==> src/hw/ccs_pkg.sv <==
// Constants for the comparator control and status block
// What this block does
// Invert bit flips the comparator output
// Output enable drives the output pin
// Capture enable routes output to capture
// Capture interrupt needs timer capture enable
// Edge select picks rising or falling
// Capture disabled means no capture connection
// Three-bit hysteresis select encoding
// Hardware sets flag on selected event
// Vector acknowledge clears flag when enabled
// Write one clears flag, zero keeps
// Flags serve as converter triggers
// Status bits show live comparator outputs
// Disable bit turns input buffer off
// Disabled pin reads back as zero
// Software disables unused analog input buffers
// Sensitivity: toggle, reserved, falling, rising
// Comparator runs only while enabled
// Interrupt request needs interrupt enable
// Reserved bits read zero, ignore writes (CTRL3 is stored with all eight bits writable, so its bit 3 is kept)
package ccs_pkg;
  // ----------------------------------------
  // Register byte offsets
  // ----------------------------------------
  localparam logic [7:0] CTRL1_OFF   = 8'h00;
  localparam logic [7:0] CTRL2_OFF   = 8'h04;
  localparam logic [7:0] CTRL3_OFF   = 8'h08;
  localparam logic [7:0] ECON1_OFF   = 8'h0C;
  localparam logic [7:0] ECON2_OFF   = 8'h10;
  localparam logic [7:0] ECON3_OFF   = 8'h14;
  localparam logic [7:0] STATUS_OFF  = 8'h18;
  localparam logic [7:0] DIS0_OFF    = 8'h1C;
  localparam logic [7:0] DIS1_OFF    = 8'h20;
  localparam logic [7:0] TIMER_OFF   = 8'h24;
  localparam logic [7:0] PINS_OFF    = 8'h28;
  // ----------------------------------------
  // Field positions
  // ----------------------------------------
  localparam int CTRL_EN_BIT    = 7;
  localparam int CTRL_IE_BIT    = 6;
  localparam int CTRL_IS_HI     = 5;
  localparam int CTRL_IS_LO     = 4;
  localparam int ECON_OI_BIT    = 5;
  localparam int ECON_OE_BIT    = 4;
  localparam int ECON_ICE_BIT   = 3;
  localparam int ECON_HYS_HI    = 2;
  localparam int FLAG_LSB       = 5;
  localparam int LIVE_LSB       = 1;
  localparam int TIM_ICIE_BIT   = 0;
  localparam int TIM_ICES_BIT   = 1;
  // ----------------------------------------
  // Writable masks and reset values
  // ----------------------------------------
  localparam logic [7:0] CTRL_MASK   = 8'hF7;
  localparam logic [7:0] CTRL3_MASK  = 8'hFF;
  localparam logic [7:0] ECON_MASK   = 8'h3F;
  localparam logic [7:0] DIS1_MASK   = 8'h09;
  localparam logic [7:0] TIMER_MASK  = 8'h03;
  localparam logic [7:0] REG_RESET   = 8'h00;
  // ----------------------------------------
  // Sensitivity, hysteresis and response encodings
  // ----------------------------------------
  localparam logic [1:0] SENS_TOGGLE = 2'h0;
  localparam logic [1:0] SENS_RSVD   = 2'h1;
  localparam logic [1:0] SENS_FALL   = 2'h2;
  localparam logic [1:0] SENS_RISE   = 2'h3;
  localparam logic [2:0] HYS_RSVD    = 3'h4;
  localparam logic [1:0] RESP_OKAY   = 2'h0;
  localparam logic [1:0] RESP_SLVERR = 2'h2;
endpackage : ccs_pkg

==> src/hw/ccs_sync3.sv <==
// Three-stage synchroniser that accepts a change once stages two and three agree
`timescale 1ns/1ps
module ccs_sync3 #(
  parameter int W = 3
) (
  input  wire logic         aclk,
  input  wire logic         aresetn,
  input  wire logic [W-1:0] din,
  output logic      [W-1:0] dout
);
  logic [W-1:0] s1_reg;
  logic [W-1:0] s2_reg;
  logic [W-1:0] s3_reg;

  always_ff @(posedge aclk)
  begin
    if (!aresetn)
    begin
      s1_reg <= '0;
      s2_reg <= '0;
      s3_reg <= '0;
      dout   <= '0;
    end
    else
    begin
      s1_reg <= din;
      s2_reg <= s1_reg;
      s3_reg <= s2_reg;
      for (int i = 0; i < W; i++)
      begin
        if (s2_reg[i] == s3_reg[i])
        begin
          dout[i] <= s3_reg[i];
        end
      end
    end
  end
endmodule : ccs_sync3

==> src/hw/ccs_top.sv <==
// Comparator control, status, capture routing and input-disable logic with AXI4-Lite
`timescale 1ns/1ps
module ccs_top (
  input  wire logic        aclk,
  input  wire logic        aresetn,
  // AXI4-Lite slave
  input  wire logic [7:0]  s_axi_awaddr,
  input  wire logic        s_axi_awvalid,
  output logic             s_axi_awready,
  input  wire logic [31:0] s_axi_wdata,
  input  wire logic [3:0]  s_axi_wstrb,
  input  wire logic        s_axi_wvalid,
  output logic             s_axi_wready,
  output logic [1:0]       s_axi_bresp,
  output logic             s_axi_bvalid,
  input  wire logic        s_axi_bready,
  input  wire logic [7:0]  s_axi_araddr,
  input  wire logic        s_axi_arvalid,
  output logic             s_axi_arready,
  output logic [31:0]      s_axi_rdata,
  output logic [1:0]       s_axi_rresp,
  output logic             s_axi_rvalid,
  input  wire logic        s_axi_rready,
  // Analog side
  input  wire logic [2:0]  cmp_raw_out,
  input  wire logic [2:0]  irq_vector_ack,
  input  wire logic [9:0]  analog_pin_in,
  output logic [2:0]       cmp_enable,
  output logic [8:0]       cmp_hysteresis_select,
  output logic [2:0]       cmp_output_pin,
  output logic [2:0]       cmp_output_pin_oe,
  output logic [2:0]       cmp_irq_req,
  output logic [2:0]       conv_trigger,
  output logic [9:0]       cmp_input_buffer_off,
  // Timer capture front end
  output logic             timer_capture_in,
  output logic             timer_capture_route,
  output logic             timer_capture_edge_select,
  output logic             timer_capture_irq_enable
);

  // ----------------------------------------
  // Registers
  // ----------------------------------------
  logic [7:0] ctrl_reg [3];
  logic [7:0] econ_reg [3];
  logic [2:0] flag_reg;
  logic [7:0] dis0_reg;
  logic [7:0] dis1_reg;
  logic [7:0] timer_irq_mask_reg;
  logic [2:0] prev_reg;
  logic [2:0] cmp_sync;
  logic [9:0] pin_sync;
  logic [2:0] eff_out;
  logic [2:0] event_hit;
  logic [2:0] w1c;

  // Raw comparator and pin levels cross from the analog domain
  ccs_sync3 #(.W(3)) u_cmp_sync (
    .aclk    (aclk),
    .aresetn (aresetn),
    .din     (cmp_raw_out),
    .dout    (cmp_sync)
  );

  ccs_sync3 #(.W(10)) u_pin_sync (
    .aclk    (aclk),
    .aresetn (aresetn),
    .din     (analog_pin_in),
    .dout    (pin_sync)
  );

  // ----------------------------------------
  // Output conditioning
  // ----------------------------------------
  always_comb
  begin
    for (int i = 0; i < 3; i++)
    begin
      // Disabled comparator holds low; only the drop on disabling a high output can raise an event
      eff_out[i] = ctrl_reg[i][ccs_pkg::CTRL_EN_BIT]
                   & (cmp_sync[i] ^ econ_reg[i][ccs_pkg::ECON_OI_BIT]);
    end
  end

  always_comb
  begin
    for (int i = 0; i < 3; i++)
    begin
      case (ctrl_reg[i][ccs_pkg::CTRL_IS_HI:ccs_pkg::CTRL_IS_LO])
        ccs_pkg::SENS_TOGGLE: event_hit[i] = eff_out[i] ^ prev_reg[i];
        ccs_pkg::SENS_FALL:   event_hit[i] = prev_reg[i] & ~eff_out[i];
        ccs_pkg::SENS_RISE:   event_hit[i] = ~prev_reg[i] & eff_out[i];
        default:              event_hit[i] = 1'b0;
      endcase
    end
  end

  always_ff @(posedge aclk)
  begin
    if (!aresetn)
    begin
      prev_reg <= 3'h0;
    end
    else
    begin
      prev_reg <= eff_out;
    end
  end

  // ----------------------------------------
  // Event flags
  // ----------------------------------------
  // Set wins over a same-cycle software or vector clear
  always_ff @(posedge aclk)
  begin
    if (!aresetn)
    begin
      flag_reg <= 3'h0;
    end
    else
    begin
      for (int i = 0; i < 3; i++)
      begin
        if (event_hit[i])
        begin
          flag_reg[i] <= 1'b1;
        end
        else if (w1c[i])
        begin
          flag_reg[i] <= 1'b0;
        end
        else if (irq_vector_ack[i] && ctrl_reg[i][ccs_pkg::CTRL_IE_BIT])
        begin
          flag_reg[i] <= 1'b0;
        end
      end
    end
  end

  // ----------------------------------------
  // Pin and downstream outputs
  // ----------------------------------------
  always_ff @(posedge aclk)
  begin
    if (!aresetn)
    begin
      cmp_enable                <= 3'h0;
      cmp_hysteresis_select     <= 9'h000;
      cmp_output_pin            <= 3'h0;
      cmp_output_pin_oe         <= 3'h0;
      cmp_irq_req               <= 3'h0;
      conv_trigger              <= 3'h0;
      cmp_input_buffer_off      <= 10'h000;
      timer_capture_in          <= 1'b0;
      timer_capture_route       <= 1'b0;
      timer_capture_edge_select <= 1'b0;
      timer_capture_irq_enable  <= 1'b0;
    end
    else
    begin
      for (int i = 0; i < 3; i++)
      begin
        cmp_enable[i]           <= ctrl_reg[i][ccs_pkg::CTRL_EN_BIT];
        cmp_hysteresis_select[3*i +: 3] <= econ_reg[i][ccs_pkg::ECON_HYS_HI:0];
        cmp_output_pin[i]       <= eff_out[i] & econ_reg[i][ccs_pkg::ECON_OE_BIT];
        cmp_output_pin_oe[i]    <= econ_reg[i][ccs_pkg::ECON_OE_BIT];
        cmp_irq_req[i]          <= flag_reg[i] & ctrl_reg[i][ccs_pkg::CTRL_IE_BIT];
      end
      conv_trigger              <= flag_reg;
      cmp_input_buffer_off      <= {dis1_reg[3], dis1_reg[0], dis0_reg};
      // Comparator 1 feeds capture; gated low when route is off
      timer_capture_in          <= eff_out[0] & econ_reg[0][ccs_pkg::ECON_ICE_BIT];
      timer_capture_route       <= econ_reg[0][ccs_pkg::ECON_ICE_BIT];
      timer_capture_edge_select <= timer_irq_mask_reg[ccs_pkg::TIM_ICES_BIT];
      timer_capture_irq_enable  <= timer_irq_mask_reg[ccs_pkg::TIM_ICIE_BIT];
    end
  end

  // ----------------------------------------
  // AXI4-Lite write
  // ----------------------------------------
  logic [7:0]  aw_addr_reg;
  logic        aw_have_reg;
  logic [31:0] w_data_reg;
  logic [3:0]  w_strb_reg;
  logic        w_have_reg;
  logic        do_write;
  logic [7:0]  wb;

  assign do_write = aw_have_reg && w_have_reg && !s_axi_bvalid;
  assign wb       = w_strb_reg[0] ? w_data_reg[7:0] : 8'h00;
  assign w1c      = (do_write && aw_addr_reg == ccs_pkg::STATUS_OFF)
                    ? wb[ccs_pkg::FLAG_LSB +: 3] : 3'h0;

  always_ff @(posedge aclk)
  begin
    if (!aresetn)
    begin
      aw_have_reg   <= 1'b0;
      w_have_reg    <= 1'b0;
      aw_addr_reg   <= 8'h00;
      w_data_reg    <= 32'h00000000;
      w_strb_reg    <= 4'h0;
      s_axi_awready <= 1'b0;
      s_axi_wready  <= 1'b0;
      s_axi_bvalid  <= 1'b0;
      s_axi_bresp   <= ccs_pkg::RESP_OKAY;
    end
    else
    begin
      s_axi_awready <= !aw_have_reg && !s_axi_awready && s_axi_awvalid;
      s_axi_wready  <= !w_have_reg && !s_axi_wready && s_axi_wvalid;
      if (s_axi_awvalid && s_axi_awready)
      begin
        aw_have_reg <= 1'b1;
        aw_addr_reg <= s_axi_awaddr;
      end
      if (s_axi_wvalid && s_axi_wready)
      begin
        w_have_reg <= 1'b1;
        w_data_reg <= s_axi_wdata;
        w_strb_reg <= s_axi_wstrb;
      end
      if (do_write)
      begin
        aw_have_reg  <= 1'b0;
        w_have_reg   <= 1'b0;
        s_axi_bvalid <= 1'b1;
        s_axi_bresp  <= (aw_addr_reg > ccs_pkg::TIMER_OFF || aw_addr_reg[1:0] != 2'h0)
                        ? ccs_pkg::RESP_SLVERR : ccs_pkg::RESP_OKAY;
      end
      else if (s_axi_bvalid && s_axi_bready)
      begin
        s_axi_bvalid <= 1'b0;
      end
    end
  end

  // Register storage; reserved bits masked off on write, except in CTRL3, which keeps all eight bits
  always_ff @(posedge aclk)
  begin
    if (!aresetn)
    begin
      for (int i = 0; i < 3; i++)
      begin
        ctrl_reg[i] <= ccs_pkg::REG_RESET;
        econ_reg[i] <= ccs_pkg::REG_RESET;
      end
      dis0_reg           <= ccs_pkg::REG_RESET;
      dis1_reg           <= ccs_pkg::REG_RESET;
      timer_irq_mask_reg <= ccs_pkg::REG_RESET;
    end
    else if (do_write && w_strb_reg[0])
    begin
      if (aw_addr_reg == ccs_pkg::CTRL1_OFF)
        ctrl_reg[0] <= w_data_reg[7:0] & ccs_pkg::CTRL_MASK;
      else if (aw_addr_reg == ccs_pkg::CTRL2_OFF)
        ctrl_reg[1] <= w_data_reg[7:0] & ccs_pkg::CTRL_MASK;
      else if (aw_addr_reg == ccs_pkg::CTRL3_OFF)
        ctrl_reg[2] <= w_data_reg[7:0] & ccs_pkg::CTRL3_MASK;
      else if (aw_addr_reg == ccs_pkg::ECON1_OFF)
        econ_reg[0] <= w_data_reg[7:0] & ccs_pkg::ECON_MASK;
      else if (aw_addr_reg == ccs_pkg::ECON2_OFF)
        econ_reg[1] <= w_data_reg[7:0] & ccs_pkg::ECON_MASK & ~8'h08;
      else if (aw_addr_reg == ccs_pkg::ECON3_OFF)
        econ_reg[2] <= w_data_reg[7:0] & ccs_pkg::ECON_MASK & ~8'h08;
      else if (aw_addr_reg == ccs_pkg::DIS0_OFF)
        dis0_reg <= w_data_reg[7:0];
      else if (aw_addr_reg == ccs_pkg::DIS1_OFF)
        dis1_reg <= w_data_reg[7:0] & ccs_pkg::DIS1_MASK;
      else if (aw_addr_reg == ccs_pkg::TIMER_OFF)
        timer_irq_mask_reg <= w_data_reg[7:0] & ccs_pkg::TIMER_MASK;
    end
  end

  // ----------------------------------------
  // AXI4-Lite read
  // ----------------------------------------
  logic [7:0] rd_byte;
  logic       rd_bad;
  logic [9:0] pin_read;

  assign pin_read = pin_sync & ~{dis1_reg[3], dis1_reg[0], dis0_reg};

  always_comb
  begin
    rd_byte = 8'h00;
    rd_bad  = 1'b0;
    if (s_axi_araddr[1:0] != 2'h0)
      rd_bad = 1'b1;
    else if (s_axi_araddr == ccs_pkg::CTRL1_OFF)
      rd_byte = ctrl_reg[0];
    else if (s_axi_araddr == ccs_pkg::CTRL2_OFF)
      rd_byte = ctrl_reg[1];
    else if (s_axi_araddr == ccs_pkg::CTRL3_OFF)
      rd_byte = ctrl_reg[2];
    else if (s_axi_araddr == ccs_pkg::ECON1_OFF)
      rd_byte = econ_reg[0];
    else if (s_axi_araddr == ccs_pkg::ECON2_OFF)
      rd_byte = econ_reg[1];
    else if (s_axi_araddr == ccs_pkg::ECON3_OFF)
      rd_byte = econ_reg[2];
    else if (s_axi_araddr == ccs_pkg::STATUS_OFF)
      rd_byte = {flag_reg, 1'b0, eff_out, 1'b0};
    else if (s_axi_araddr == ccs_pkg::DIS0_OFF)
      rd_byte = dis0_reg;
    else if (s_axi_araddr == ccs_pkg::DIS1_OFF)
      rd_byte = dis1_reg;
    else if (s_axi_araddr == ccs_pkg::TIMER_OFF)
      rd_byte = timer_irq_mask_reg;
    else if (s_axi_araddr == ccs_pkg::PINS_OFF)
      rd_byte = pin_read[7:0];
    else
      rd_bad = 1'b1;
  end

  always_ff @(posedge aclk)
  begin
    if (!aresetn)
    begin
      s_axi_arready <= 1'b0;
      s_axi_rvalid  <= 1'b0;
      s_axi_rdata   <= 32'h00000000;
      s_axi_rresp   <= ccs_pkg::RESP_OKAY;
    end
    else
    begin
      s_axi_arready <= s_axi_arvalid && !s_axi_arready && !s_axi_rvalid;
      if (s_axi_arvalid && s_axi_arready)
      begin
        s_axi_rvalid <= 1'b1;
        s_axi_rdata  <= (s_axi_araddr == ccs_pkg::PINS_OFF)
                        ? {22'h0, pin_read} : {24'h000000, rd_byte};
        s_axi_rresp  <= rd_bad ? ccs_pkg::RESP_SLVERR : ccs_pkg::RESP_OKAY;
      end
      else if (s_axi_rvalid && s_axi_rready)
      begin
        s_axi_rvalid <= 1'b0;
      end
    end
  end
endmodule : ccs_top

==> config.mk <==
export PLATFORM = sky130hd
export DESIGN_NAME = ccs_top
export DESIGN_NICKNAME = d
export VERILOG_FILES = /design/src/hw/ccs_pkg.sv /design/src/hw/ccs_sync3.sv /design/src/hw/ccs_top.sv
export SDC_FILE = /design/constraint.sdc
export NUM_CORES = 1
export LEC_CHECK = 0
export BUFFER_PORTS_ARGS = -buffer_cell sky130_fd_sc_hd__buf_2
export CORE_ASPECT_RATIO = 1.75
export CORE_MARGIN = 5
export CORE_UTILIZATION = 45
export CTS_BUF_LIST = sky130_fd_sc_hd__clkbuf_4
export DETAILED_ROUTE_END_ITERATION = 10
export PLACE_DENSITY = 0.79
export REMOVE_ABC_BUFFERS = 1
export SLEW_MARGIN = 15
export SYNTH_ARGS = -nofsm -noshare
export SYNTH_HDL_FRONTEND = slang
export SYNTH_SLANG_ARGS = --single-unit
export TNS_END_PERCENT = 10
==> constraint.sdc <==
create_clock -name aclk -period 2.4 [get_ports aclk]
set_input_delay 0.12 -clock aclk [delete_from_list [all_inputs] [get_ports aclk]]
set_output_delay 0.12 -clock aclk [all_outputs]
set_load 0.03 [all_outputs]
==> reports/results.tsv <==
metric	value	unit
status	complete, no violations	
H-Tree Depth	4	
Synth-to-Final Area Change	20.0	%
leading area contributor after synthesis	dfxtp_1	
final WL	17.0	mm
cell family with most CP delay	simple AND/OR/NAND/NOR gates	
Pins Over Slew Limit	0	
TritonRoute pass-1 iters	5	
post-detailed-route via-to-cell ratio	5.23	
non-filler cells, final	1048	
initial antenna violation count	1	
DRC errors left	0	
largest net degree at the start of global routing	44	
Crit path depth	5	
critical path peak fanout	8	
GPL Wtd Cong	0.929	
Worst Max-Slew Pin Slew	0.526	ns
clk_skew	0.0200	ns
port bufs	102	
Met1 Wirelength	6.27	mm
maximum clock insertion buffer count	2	
post-synthesis sequential area ratio	0.568	
CTS root buffer	clkbuf_4	
Avg WL per Cell	16.3	µm
Seq pwr share	0.610	
r2r setup slk	0.36	ns
Fmax achieved	491	MHz
fraction of layout cells with a size suffix above 1	0.192	
die area	0.0185	mm²
part of the power in the clock network	0.300	
initial DRC count	293	
Final setup viols	0	
CTS tree	yes	
Net Sw Frac	0.276	
Crit Path Class	reg2reg	
initial cell density of the core	0.458	
row count	60	
crit path cell chain	and3b_1 -> nand2_1 -> or3_1 -> nor3_2 -> and2_1	
DP HPWL	12.6	mm
R2R cell count	5	
Final Hold Vio Count	0	
P_sw	0.00147	W
maximum capacitance violations	0	
Worst-Skew Late Latency	0.55	ns
clock-pin slew of the registers on the worst-case setup and hold paths	0.15	ns
EDFF count, synth	38	
Peak VDD IR	298	µV
top sig layer	met4	
vias in the first global route	5318	
CP endpoint kind	flip-flop	
Combinational Power Share	0.089	
Sink Count	182	
max incr delay on CP	0.44	ns
HP Class	in2reg	
crit path to	ctrl_reg[0][17]	
Final TNS setup	0	ns
via count	5482	
Critical Path Slowest Stage Cell	nor3_2	
DR WL met3	977	µm
GR Overflow Total	0	
post-CTS setup buffer count	0	
post-synth top area share	0.407	
max FFs per register	22	
fin crit share	0.848	
overall routing resource usage	0.182	
worst path bufs/invs	0	
RSZ-0062 raised after global routing	no	
core area	0.0155	mm²
# placed instances	964	
commonest non-fill, non-tap cell in the layout	dfxtp_1	
synthesized area	0.00709	mm²
leakage power	3.52	nW
antenna-violating nets left	0	
crit path launch type	flip-flop	
Req. time, crit path	2.80	ns
CTS buffer count	17	
first-pass GRT wire length	26.9	mm
Critical Path Start	w_have_reg	
flops & latches, synth	182	
hold slack final	0.149	ns
die height	176	µm
NumNets Final	929	
die width	105	µm
I/O pin total	154	
HP Start	s_axi_araddr[0]	
design area	0.00850	mm²
DP Area	0.00772	mm²
largest cells by area after synthesis	dfxtp_1, edfxtp_1, and2_1	
synth warn	0	
most frequent cells in the layout	dfxtp_1, buf_2, and2_1, a21oi_1, nand2_1	
Cells after Synth	694	
Internal	0.00386	W
PD cells	628	mW/mm²
Worst slew margin	0.647	
Synth Area per Inst	10.2	µm²
asr flop ratio synth	0	
DR WL met2	9.16	mm
ys flop type	dfxtp_1	
Synth cell types	62	
fin crit period	2.04	ns
reg2reg end	ctrl_reg[0][17]	
worst path arrival time	2.44	ns
Reg2Reg Launch Point	w_have_reg	
[logic make-up (layout without fill, tap and decap cells)]
logic type	count (synthesis)	after routing	synth area share
compound gates	142	142	0.117
flops	182	182	0.568
simple gates	261	261	0.209
xor+xnor	3	3	0.00371
buf+inv	73	217	0.0533
mux	26	26	0.0376
fa+ha+maj	6	6	0.0106
other cells	1	25	0.000529
[cells in the mapped netlist (2+ instances only)]
cell / n
or4_1: 4
ha_1: 6
inv_1: 16
buf_4: 25
nor2b_1: 4
nand3b_1: 3
dfxtp_1: 144
o21ai_0: 39
clkbuf_1: 22
and2_1: 89
nand2b_1: 7
nand3_1: 19
nor3_1: 8
nor4_4: 2
xor2_1: 3
nor3b_1: 5
nand2_1: 58
nor2_1: 29
o22ai_1: 3
edfxtp_1: 38
o211ai_1: 3
nand4_1: 6
and3_1: 9
o221ai_1: 2
mux2_2: 5
buf_1: 2
o21a_1: 4
buf_2: 8
a22oi_1: 5
a31oi_1: 10
nand4b_1: 4
nor4b_1: 3
mux2i_1: 21
a21oi_1: 60
[worst reg2reg max path, delay by kind of cell, from the launching register on]
kind | cells | cell delay (ns)
flops | 1 | 0.39
simple gates | 5 | 1.51
[final cells by class]
| cell class | count | area (µm²) |
|---|---|---|
| fill | 1370 | 6960 |
| clock inverter | 14 | 136 |
| timing repair buffer | 169 | 1140 |
| clock buffer | 18 | 135 |
| tap | 186 | 233 |
| sequential | 182 | 4020 |
| multi-input combinational | 462 | 2770 |
| inverter | 16 | 60.1 |
| antenna | 1 | 2.50 |
[worst min-delay path by stage]
stage,end,slack [ns],cells after the start
2_1_floorplan,flag_reg[1],0.24,1
3_3_place_gp,u_pin_sync.s1_reg[6],0.33,2
3_5_place_dp,u_pin_sync.s1_reg[8],0.33,2
4_1_cts,s_axi_rdata[1],0.09,5
5_1_grt,s_axi_rdata[1],0.17,5
6_report,s_axi_rdata[1],0.15,5
[power by group through the flow]
stage	registers, W	clock network, W	logic [W]
4_1_cts	0.00326	0.00165	0.000476
6_report	0.00326	0.00160	0.000478
5_1_grt	0.00327	0.00176	0.000517
2_1_floorplan	0.00335	0	0.000196
3_3_place_gp	0.00332	0	0.000412
3_5_place_dp	0.00332	0	0.000417
[per-layer routing]
layer / up-vias / GRT usage
li1: 2687 / -
met1: 2545 / 0.196
met2: 208 / 0.334
met3: 42 / 0.0392
met4: 0 / 0.0864
met5: - / 0
[stage by stage]
step                power (W)  setup WS, ns   util
floorplan             0.00355        0.0474      -
detailed placement    0.00374         0.403  0.499
finish                0.00534         0.364  0.550
CTS                   0.00538         0.356  0.550
global route          0.00555         0.197  0.550
global placement      0.00373         0.439  0.499
[what timing repair did]
action | in CTS | in global routing
setup endpoints to repair | 0 | 0
hold buffers | 51 | 0
gates resized for setup | 0 | 0
hold endpoints to repair | 43 | 0
Power figures use the tool's default switching activity.
